==> src/logic/dmc_pkg.sv <==
package dmc_pkg;

  // Address and data geometry of the small direct-mapped cache
  localparam int ADDR_W      = 32;
  localparam int DATA_W      = 32;
  localparam int CACHE_BYTES = 64;
  localparam int LINE_WORDS  = 4;
  localparam int NUM_LINES   = 4;
  localparam int NUM_WAYS    = 1;
  localparam int OFF_LSB     = 2;
  localparam int IDX_LSB     = 4;
  localparam int TAG_LSB     = 6;

  // Geometry of the full-size first and second level caches
  localparam int L1_BYTES    = 32768;
  localparam int L1_WAYS     = 4;
  localparam int L2_BYTES    = 524288;
  localparam int L2_WAYS     = 8;
  localparam int L2_CORES    = 2;

  // Preload hint kinds on i_pld_kind
  localparam logic [1:0] PLD_DATA                        = 2'h0;
  localparam logic [1:0] PLD_DATA_PRELOAD_FOR_WRITE_HINT = 2'h1;
  localparam logic [1:0] PLD_INSTRUCTION_PRELOAD_HINT    = 2'h2;

  // Values after reset
  localparam logic [1:0] RST_KIND = 2'h0;

  typedef enum logic [2:0] {
    ST_IDLE,
    ST_LOOKUP,
    ST_MISS,
    ST_FILLW,
    ST_MEMWR,
    ST_RESP
  } dmc_state_e;

endpackage : dmc_pkg

==> src/logic/dmc_ram_if.sv <==
`timescale 1ns/1ps
interface dmc_ram_if #(
  parameter int AW = 4,
  parameter int DW = 32
);
  logic          we;
  logic [AW-1:0] waddr;
  logic [DW-1:0] wdata;
  logic          re;
  logic [AW-1:0] raddr;
  logic [DW-1:0] rdata;

  modport ctrl (output we, output waddr, output wdata, output re,
                output raddr, input rdata);
  modport ram  (input we, input waddr, input wdata, input re,
                input raddr, output rdata);
endinterface : dmc_ram_if

==> src/logic/dmc_cache.sv <==
`timescale 1ns/1ps
module dmc_cache
  import dmc_pkg::*;
#(
  parameter int LINES = NUM_LINES,
  parameter int WAYS  = NUM_WAYS,
  parameter int WORDS = LINE_WORDS
) (
  // Clock and reset
  input  wire logic                i_clk_sys,
  input  wire logic                i_reset_n,
  input  wire logic                i_clk_en,
  // Configuration
  input  wire logic                i_write_allocate,
  // Core load/store port
  input  wire logic                i_req_valid,
  input  wire logic                i_req_write,
  input  wire logic [ADDR_W-1:0]   i_req_addr,
  input  wire logic [DATA_W-1:0]   i_req_wdata,
  output logic                     o_req_ready,
  output logic                     o_rsp_valid,
  output logic [DATA_W-1:0]        o_rsp_rdata,
  // Preload hint port
  input  wire logic                i_pld_valid,
  input  wire logic [1:0]          i_pld_kind,
  input  wire logic [ADDR_W-1:0]   i_pld_addr,
  output logic                     o_pld_ready,
  // Instruction preload hint to instruction cache
  output logic                     o_instruction_preload_hint,
  output logic [ADDR_W-1:0]        o_ipre_addr,
  input  wire logic                i_ipre_ready,
  // Main memory line read
  output logic                     o_mem_rd_req,
  output logic [ADDR_W-1:0]        o_mem_rd_addr,
  input  wire logic                i_mem_rd_valid,
  input  wire logic [DATA_W-1:0]   i_mem_rd_data,
  // Main memory word write
  output logic                     o_mem_wr_req,
  output logic [ADDR_W-1:0]        o_mem_wr_addr,
  output logic [DATA_W-1:0]        o_mem_wr_data,
  input  wire logic                i_mem_wr_ack
);

  localparam int SETS   = LINES / WAYS;
  localparam int OFF_W  = $clog2(WORDS);
  localparam int IDX_W  = $clog2(SETS);
  localparam int WAY_W  = (WAYS > 1) ? $clog2(WAYS) : 1;
  localparam int LINE_W = $clog2(LINES);
  localparam int TAG_W  = ADDR_W - OFF_LSB - OFF_W - IDX_W;
  localparam int RAM_AW = LINE_W + OFF_W;
  localparam int FULL_L1_LINES = L1_BYTES / (WORDS * 4) / L1_WAYS;
  localparam int FULL_L2_LINES = L2_BYTES / (WORDS * 4) / L2_WAYS;

  typedef struct packed {
    dmc_state_e                     st;
    logic [ADDR_W-1:0]              addr;
    logic                           wr;
    logic [DATA_W-1:0]              wdata;
    logic [LINES-1:0][TAG_W-1:0]    tags;
    logic [LINES-1:0]               valid;
    logic [SETS-1:0][WAY_W-1:0]     rr;
    logic                           fill_act;
    logic [OFF_W-1:0]               fill_cnt;
    logic [ADDR_W-1:0]              fill_base;
    logic [LINE_W-1:0]              fill_slot;
    logic                           pl_valid;
    logic [1:0]                     pl_kind;
    logic [ADDR_W-1:0]              pl_addr;
  } dmc_cache_s;

  dmc_cache_s s_q;
  dmc_cache_s s_d;

  dmc_ram_if #(.AW(RAM_AW), .DW(DATA_W)) ram_bus ();

  dmc_ram #(
    .DEPTH (LINES * WORDS),
    .AW    (RAM_AW),
    .DW    (DATA_W)
  ) u_ram (
    .i_clk_sys (i_clk_sys),
    .i_reset_n (i_reset_n),
    .i_clk_en  (i_clk_en),
    .bus       (ram_bus)
  );

  function automatic logic [OFF_W-1:0] off_of(input logic [ADDR_W-1:0] a);
    off_of = a[OFF_LSB +: OFF_W];
  endfunction : off_of
  function automatic logic [IDX_W-1:0] idx_of(input logic [ADDR_W-1:0] a);
    idx_of = a[OFF_LSB + OFF_W +: IDX_W];
  endfunction : idx_of
  function automatic logic [TAG_W-1:0] tag_of(input logic [ADDR_W-1:0] a);
    tag_of = a[ADDR_W-1 -: TAG_W];
  endfunction : tag_of
  function automatic logic [LINE_W-1:0] slot_of(input logic [IDX_W-1:0] s,
                                                 input logic [WAY_W-1:0] w);
    slot_of = LINE_W'(int'(s) * WAYS + ((WAYS > 1) ? int'(w) : 0));
  endfunction : slot_of
  // Returns hit flag above the hitting way
  function automatic logic [WAY_W:0] lookup(
    input logic [ADDR_W-1:0]           a,
    input logic [LINES-1:0][TAG_W-1:0] tg,
    input logic [LINES-1:0]            vl
  );
    logic [LINE_W-1:0] sl;
    lookup = '0;
    for (int w = 0; w < WAYS; w++)
    begin
      sl = slot_of(idx_of(a), WAY_W'(w));
      if (vl[sl] && tg[sl] == tag_of(a))
        lookup = {1'b1, WAY_W'(w)};
    end
  endfunction : lookup

  logic [WAY_W:0]    core_lk;
  logic [WAY_W:0]    pl_lk;
  logic              fill_wr;
  logic              fill_go;
  logic [ADDR_W-1:0] go_addr;
  logic [IDX_W-1:0]  go_set;
  logic [WAY_W-1:0]  go_way;
  logic [IDX_W-1:0]  fill_set;

  assign core_lk  = lookup(s_q.addr, s_q.tags, s_q.valid);
  assign pl_lk    = lookup(s_q.pl_addr, s_q.tags, s_q.valid);
  assign fill_wr  = s_q.fill_act && i_mem_rd_valid;
  assign fill_set = idx_of(s_q.fill_base);

  always_comb
  begin
    s_d           = s_q;
    fill_go       = 1'b0;
    go_addr       = s_q.addr;
    ram_bus.we    = 1'b0;
    ram_bus.waddr = '0;
    ram_bus.wdata = '0;
    ram_bus.re    = 1'b0;
    ram_bus.raddr = {slot_of(idx_of(s_q.addr), core_lk[WAY_W-1:0]),
                     off_of(s_q.addr)};

    // Core load/store sequencer
    case (s_q.st)
      ST_IDLE:
      begin
        if (i_req_valid)
        begin
          s_d.addr  = i_req_addr;
          s_d.wr    = i_req_write;
          s_d.wdata = i_req_wdata;
          s_d.st    = ST_LOOKUP;
        end
      end
      ST_LOOKUP:
      begin
        if (core_lk[WAY_W])
        begin
          if (!s_q.wr)
          begin
            ram_bus.re = 1'b1;
            s_d.st     = ST_RESP;
          end
          else if (!fill_wr)
          begin
            ram_bus.we    = 1'b1;
            ram_bus.waddr = ram_bus.raddr;
            ram_bus.wdata = s_q.wdata;
            s_d.st        = ST_MEMWR;
          end
        end
        else
          s_d.st = (s_q.wr && !i_write_allocate) ? ST_MEMWR
                                                  : ST_MISS;
      end
      ST_MISS:
      begin
        if (!s_q.fill_act)
        begin
          fill_go = 1'b1;
          s_d.st  = ST_FILLW;
        end
      end
      ST_FILLW: if (!s_q.fill_act)
        s_d.st = ST_LOOKUP;
      ST_MEMWR: if (i_mem_wr_ack)
        s_d.st = ST_RESP;
      ST_RESP: s_d.st = ST_IDLE;
      default: s_d.st = ST_IDLE;
    endcase

    // Preload slot; a data preload starts its fill only while the core sequencer is in ST_IDLE with no i_req_valid
    if (s_q.pl_valid)
    begin
      if (s_q.pl_kind == PLD_INSTRUCTION_PRELOAD_HINT)
      begin
        if (i_ipre_ready)
          s_d.pl_valid = 1'b0;
      end
      else if (pl_lk[WAY_W])
        s_d.pl_valid = 1'b0;
      else if (!s_q.fill_act && !fill_go && s_q.st == ST_IDLE
               && !i_req_valid)
      begin
        fill_go      = 1'b1;
        go_addr      = s_q.pl_addr;
        s_d.pl_valid = 1'b0;
      end
    end
    if (i_pld_valid && !s_q.pl_valid)
    begin
      s_d.pl_valid = 1'b1;
      s_d.pl_kind  = i_pld_kind;
      s_d.pl_addr  = i_pld_addr;
    end

    // Line-fill engine
    go_set = idx_of(go_addr);
    go_way = (WAYS > 1) ? s_q.rr[go_set] : '0;
    if (fill_go)
    begin
      s_d.fill_act  = 1'b1;
      s_d.fill_cnt  = '0;
      s_d.fill_base = {go_addr[ADDR_W-1:OFF_LSB + OFF_W],
                       (OFF_LSB + OFF_W)'(0)};
      s_d.fill_slot = slot_of(go_set, go_way);
      s_d.valid[slot_of(go_set, go_way)] = 1'b0;
      s_d.tags[slot_of(go_set, go_way)]  = tag_of(go_addr);
    end
    if (fill_wr)
    begin
      ram_bus.we    = 1'b1;
      ram_bus.waddr = {s_q.fill_slot, s_q.fill_cnt};
      ram_bus.wdata = i_mem_rd_data;
      s_d.fill_cnt  = s_q.fill_cnt + 1'b1;
      if (s_q.fill_cnt == OFF_W'(WORDS - 1))
      begin
        s_d.fill_act              = 1'b0;
        s_d.valid[s_q.fill_slot]  = 1'b1;
        s_d.rr[fill_set] = (int'(s_q.rr[fill_set]) == WAYS - 1) ? '0 :
                           s_q.rr[fill_set] + 1'b1;
      end
    end
  end

  always_ff @(posedge i_clk_sys or negedge i_reset_n)
  begin
    if (!i_reset_n)
    begin
      s_q         <= '0;
      s_q.st      <= ST_IDLE;
      s_q.pl_kind <= RST_KIND;
    end
    else if (i_clk_en)
    begin
      s_q <= s_d;
    end
  end

  assign o_req_ready   = (s_q.st == ST_IDLE);
  assign o_rsp_valid   = (s_q.st == ST_RESP);
  assign o_rsp_rdata   = ram_bus.rdata;
  assign o_pld_ready   = !s_q.pl_valid;
  assign o_instruction_preload_hint = s_q.pl_valid &&
    (s_q.pl_kind == PLD_INSTRUCTION_PRELOAD_HINT);
  assign o_ipre_addr   = s_q.pl_addr;
  assign o_mem_rd_req  = s_q.fill_act;
  assign o_mem_rd_addr = s_q.fill_base;
  assign o_mem_wr_req  = (s_q.st == ST_MEMWR);
  assign o_mem_wr_addr = s_q.addr;
  assign o_mem_wr_data = s_q.wdata;

endmodule : dmc_cache

==> src/logic/dmc_ram.sv <==
`timescale 1ns/1ps
module dmc_ram #(
  parameter int DEPTH = 16,
  parameter int AW    = 4,
  parameter int DW    = 32
) (
  // Clock and reset
  input  wire logic i_clk_sys,
  input  wire logic i_reset_n,
  input  wire logic i_clk_en,
  // Array port
  dmc_ram_if.ram    bus
);

  typedef struct packed {
    logic [DEPTH-1:0][DW-1:0] mem;
    logic [DW-1:0]            rdata;
  } dmc_ram_s;

  dmc_ram_s s_q;
  dmc_ram_s s_d;

  always_comb
  begin
    s_d = s_q;
    if (bus.we)
    begin
      s_d.mem[bus.waddr] = bus.wdata;
    end
    if (bus.re)
    begin
      s_d.rdata = s_q.mem[bus.raddr];
    end
  end

  always_ff @(posedge i_clk_sys or negedge i_reset_n)
  begin
    if (!i_reset_n)
    begin
      s_q <= '0;
    end
    else if (i_clk_en)
    begin
      s_q <= s_d;
    end
  end

  assign bus.rdata = s_q.rdata;

endmodule : dmc_ram

==> config.mk <==
export PLATFORM = sky130hd
export DESIGN_NAME = dmc_cache
export DESIGN_NICKNAME = d
export VERILOG_FILES = /design/src/logic/dmc_pkg.sv /design/src/logic/dmc_ram_if.sv /design/src/logic/dmc_cache.sv /design/src/logic/dmc_ram.sv
export SDC_FILE = /design/constraint.sdc
export NUM_CORES = 1
export LEC_CHECK = 0
export BUFFER_PORTS_ARGS = -buffer_cell sky130_fd_sc_hd__buf_4
export CAP_MARGIN = 20
export CORE_MARGIN = 1.5
export CORE_UTILIZATION = 55
export CTS_BUF_LIST = sky130_fd_sc_hd__clkbuf_2
export DETAILED_ROUTE_END_ITERATION = 10
export HOLD_SLACK_MARGIN = 0.02
export PLACE_DENSITY = 0.75
export SLEW_MARGIN = 20
export SYNTH_ARGS = -nofsm -noshare
export SYNTH_HDL_FRONTEND = slang
export SYNTH_SLANG_ARGS = --single-unit
==> constraint.sdc <==
create_clock -name i_clk_sys -period 4.53 [get_ports i_clk_sys]
set_input_delay 0.453 -clock i_clk_sys [delete_from_list [all_inputs] [get_ports i_clk_sys]]
set_output_delay 0.453 -clock i_clk_sys [all_outputs]
set_load 0.03 [all_outputs]
==> reports/results.md <==
| Result | Value |
| --- | --- |
| Status | finished clean |
| Reg-to-Reg Start | o_ipre_addr[4] |
| Max-slew violation total from the final report | 0 |
| Avg Synthesized Cell Area | 15.36 µm² |
| Sequential area share after synthesis | 0.5089 |
| Syn Std Cell Area | 38,650 µm² |
| Floorplan core area | 69,790 µm² |
| Chain of cells forming the critical path | buf_12 -> mux4_2 -> xnor2_1 -> nand2_1 -> a2111oi_0 -> buf_4 -> nand4_1 -> a31oi_1 -> dlygate4sd3_1 -> o21ai_0 -> dlygate4sd3_1 |
| Flip-flop and latch count after synthesis | 786 |
| Antenna violations before repair | 3 |
| Number of standard-cell rows in the floorplan | 97 |
| Buffer type at the clock tree root | clkbuf_2 |
| Largest net degree at the start of global routing | 142 |
| Number of I/O port buffers | 301 |
| Slowest CP cell | dlygate4sd3_1 |
| Overflow left after global routing | 0 |
| Total die area | 71,870 µm² |
| Path class of the lowest-slack min-delay path | in -> reg |
| Number of cells on the worst hold path | 4 |
| Design Area, Final | 46,160 µm² |
| Most frequent cell after synthesis | dfrtp_1 |
| Count of unique library cells instantiated by Yosys | 68 |
| Hold slack | 0.1051 ns |
| Area leader, netlist | dfrtp_1 |
| Number of instances in the synthesized netlist | 2,517 |
| First-pass GRT wire length | 160,900 µm |
| Biggest area contributors in the synthesized netlist | dfrtp_1 51%, mux2_2 13%, mux4_2 11% |
| Number of vias per cell | 5.974 |
| Number of hold violations in the final report | 0 |
| Fraction of final layout cells with drive strength greater than 1 | 0.4457 |
| Post-placement cell count | 3,492 |
| HPWL after DPL | 59,440 µm |
| Number of global-route vias before repair | 27,610 |
| Total clock buffers created by CTS | 198 |
| Worst slew slack as a fraction of its limit | 0.2425 |
| Worst Path Class, Setup | reg -> reg |
| Setup repair after global routing missed its margin | false |
| Register-to-register path setup slack | 0.36 ns |
| Clock edge transition at the registers on the reported setup and hold paths | 0.11 ns |
| Share of flip-flops with an asynchronous set or reset | 1.000 |
| Area overhead of the layout relative to synthesis | 19.42% |
| Max Fanout on Critical Path | 20 |
| Via count | 25,090 |
| Endpoint kind of the worst setup timing path | register |
| Initial Util | 0.5539 |
| Die Y-Extent | 268.1 µm |
| Leakage Power | 22.42 nW |
| Required time reported for the critical path endpoint | 5.88 ns |
| Count of max-cap constraint violations | 0 |
| Achievable Freq | 240.0 MHz |
| Count of routing violations after the opening detailed-route iteration | 1,966 |
| Antenna-violating nets left | 0 |
| Combined area of the multi-input logic cells | 16,580 µm² |
| Worst Setup Slack, final | 0.3636 ns |
| Final instance count without filler cells | 4,200 |
| CTS tree | built |
| Routed length per placed instance | 24.73 µm |
| R2R cell count | 11 |
| Count of H-tree levels built during CTS | 4 |
| Clock tree buffer depth | 3 |
| Skew-Pair Late Insertion Delay | 1.48 ns |
| Ports placed on the boundary | 306 |
| Total Routed Length | 103,900 µm |
| Final RePlAce weighted congestion | 0.8876 |
| Top-area cell type share of the netlist area | 0.5089 |
| Cell occurring most often along the worst timing path | dlygate4sd3_1 |
| Seq. cell area | 19,680 µm² |
| Hold-fix buffers, CTS | 360 |
| Max VDD drop | 0.3467 mV |
| Total number of yosys warnings | 0 |
| Min Tclk post-route | 4.166 ns |
| Postcts setup bufs | 0 |
| Category of the worst setup path launch point | register |
| Sinks on the clock net | 786 |
| Slew of the pin with the lowest slew margin | 1.133 ns |
| Overall die width | 268.1 µm |
| Worst slack at placement | 0.5370 ns |
| Overall routing resource usage | 0.2952 |
| Number of enable-type register cells in the synthesized netlist | 0 |
| Bufs and invs on worst path | 4 |
| DRC viols | 0 |
| Post-synth top flop | dfrtp_1 |
| Number of filler cells placed in the layout | 4,747 |
| Count of TritonRoute iterations in the first routing pass | 5 |
| Critical path data arrival time | 5.52 ns |
| Setup TNS | 0 ns |
| Final number of setup-violating endpoints | 0 |
| Endpoint of the most critical register-to-register path | s_q[34] |
| PostCTS Resize Cnt | 0 |
| CP top delay family | buffers and inverters |
| Hold endpoint | s_q[34] |
| Delay of the slowest cell on the worst path | 0.58 ns |
| Setup skew after layout | 0.1368 ns |
| Commonest cells in the netlist | 786 x dfrtp_1, 444 x mux2_2, 263 x mux2_1, 183 x mux4_2, 170 x buf_4 |
| Worst hold path startpoint | i_pld_valid |
| Power per unit of standard cell area | 565.0 nW/µm² |
| Total Nets Final | 3,255 |
| Final clock period utilization by the worst path | 0.9197 |
| Post-detailed-placement cell area | 40,710 µm² |
-- worst min-delay path, delay by kind of cell --
family | cells | cell delay (ns)
AOI/OAI and AO/OA | 1 | 0.14
buffers and inverters | 2 | 0.66
and+or+nand+nor | 1 | 0.27
-- worst max path at each step --
stage | start | end | slack [ns] | cells past startpoint
detailed placement | o_mem_wr_addr[5] | u_ram.s_q[435] | 0.54 | 10
global placement | o_ipre_addr[4] | s_q[137] | 0.60 | 12
finish | o_ipre_addr[4] | s_q[34] | 0.36 | 11
floorplan | o_ipre_addr[4] | s_q[139] | 1.27 | 11
global route | o_ipre_addr[4] | s_q[34] | 0.14 | 11
CTS | o_mem_wr_addr[5] | u_ram.s_q[168] | 0.43 | 11
-- area by class of cell --
cell class,count,area share
repair buffers,742,0.1480
multi-input cells,1363,0.3592
well taps,940,0.02548
inverters,23,0.001870
clock inverters,47,0.007075
clock buffers,292,0.03166
flip-flops and latches,786,0.4264
diodes,7,0.0003795
-- cell usage in the layout, fill, tap and decap left out, drive strengths merged, types with 3 or more instances in the layout --
| master | netlist | final |
|---|---|---|
| nor3 | 10 | 10 |
| o2bb2ai | 3 | 3 |
| and3 | 7 | 7 |
| diode | 0 | 7 |
| nor4 | 10 | 10 |
| nand4 | 9 | 9 |
| a21oi | 12 | 12 |
| buf | 284 | 383 |
| dlygate4sd3 | 0 | 359 |
| dfrtp | 786 | 786 |
| xnor2 | 27 | 27 |
| clkbuf | 64 | 292 |
| a2111oi | 3 | 3 |
| nand3 | 14 | 14 |
| o21ai | 29 | 29 |
| clkinv | 0 | 34 |
| o2111ai | 3 | 3 |
| a22oi | 3 | 3 |
| o211ai | 3 | 3 |
| o21a | 5 | 5 |
| inv | 23 | 30 |
| xor2 | 28 | 28 |
| mux2i | 55 | 55 |
| a22o | 32 | 32 |
| mux4 | 187 | 187 |
| conb | 1 | 4 |
| a2bb2oi | 33 | 33 |
| nor2 | 17 | 17 |
| bufinv | 0 | 5 |
| mux2 | 767 | 767 |
| o22ai | 39 | 39 |
| nand2 | 34 | 34 |
-- per-layer routing --
layer  part of all wire  GRT usage  vias up  routed length [µm]
li1                   -          -    10540                   -
met1               0.41     0.3800    13190               42160
met2               0.49     0.4795     1051               51160
met3              0.066    0.06982      307                6833
met4              0.036     0.1289        0                3734
met5                  0          0        -                   0
-- registers in the layout (all words and copies together) (netlist names) --
register         count
o_ipre_addr         32
o_mem_rd_addr       27
o_mem_rd_req         1
o_mem_wr_addr       32
o_mem_wr_data       32
s_q                118
u_ram.bus.rdata     32
u_ram.s_q          512
-- cells by family (layout without fill, tap and decap cells) --
| family | after synthesis | in the layout | share of synthesized area |
|---|---|---|---|
| multiplexers | 1009 | 1009 | 0.3529 |
| other | 1 | 11 | 0.00009702 |
| flip-flops | 786 | 786 | 0.5089 |
| AO/OA/AOI/OAI | 183 | 183 | 0.04403 |
| adder cells (fa/ha/maj) | 1 | 1 | 0.0003237 |
| XOR/XNOR | 55 | 55 | 0.01246 |
| AND/OR/NAND/NOR | 111 | 111 | 0.01547 |
| buffers and inverters | 371 | 1104 | 0.06584 |
-- power by group --
group / internal (mW) / leakage (nW) / switching (mW)
Clock: 2.00 / 1.38 / 2.93
Sequential: 8.70 / 10.5 / 1.83
Combinational: 5.33 / 10.5 / 5.30
-- per-stage QoR --
step	utilization	power, mW
5_1_grt	0.6614	27.34
3_5_place_dp	0.5833	20.28
3_3_place_gp	0.5833	19.98
4_1_cts	0.6608	25.90
2_1_floorplan	-	17.70
6_report	0.6614	26.08
No activity file was read; power rests on OpenSTA's default activity.
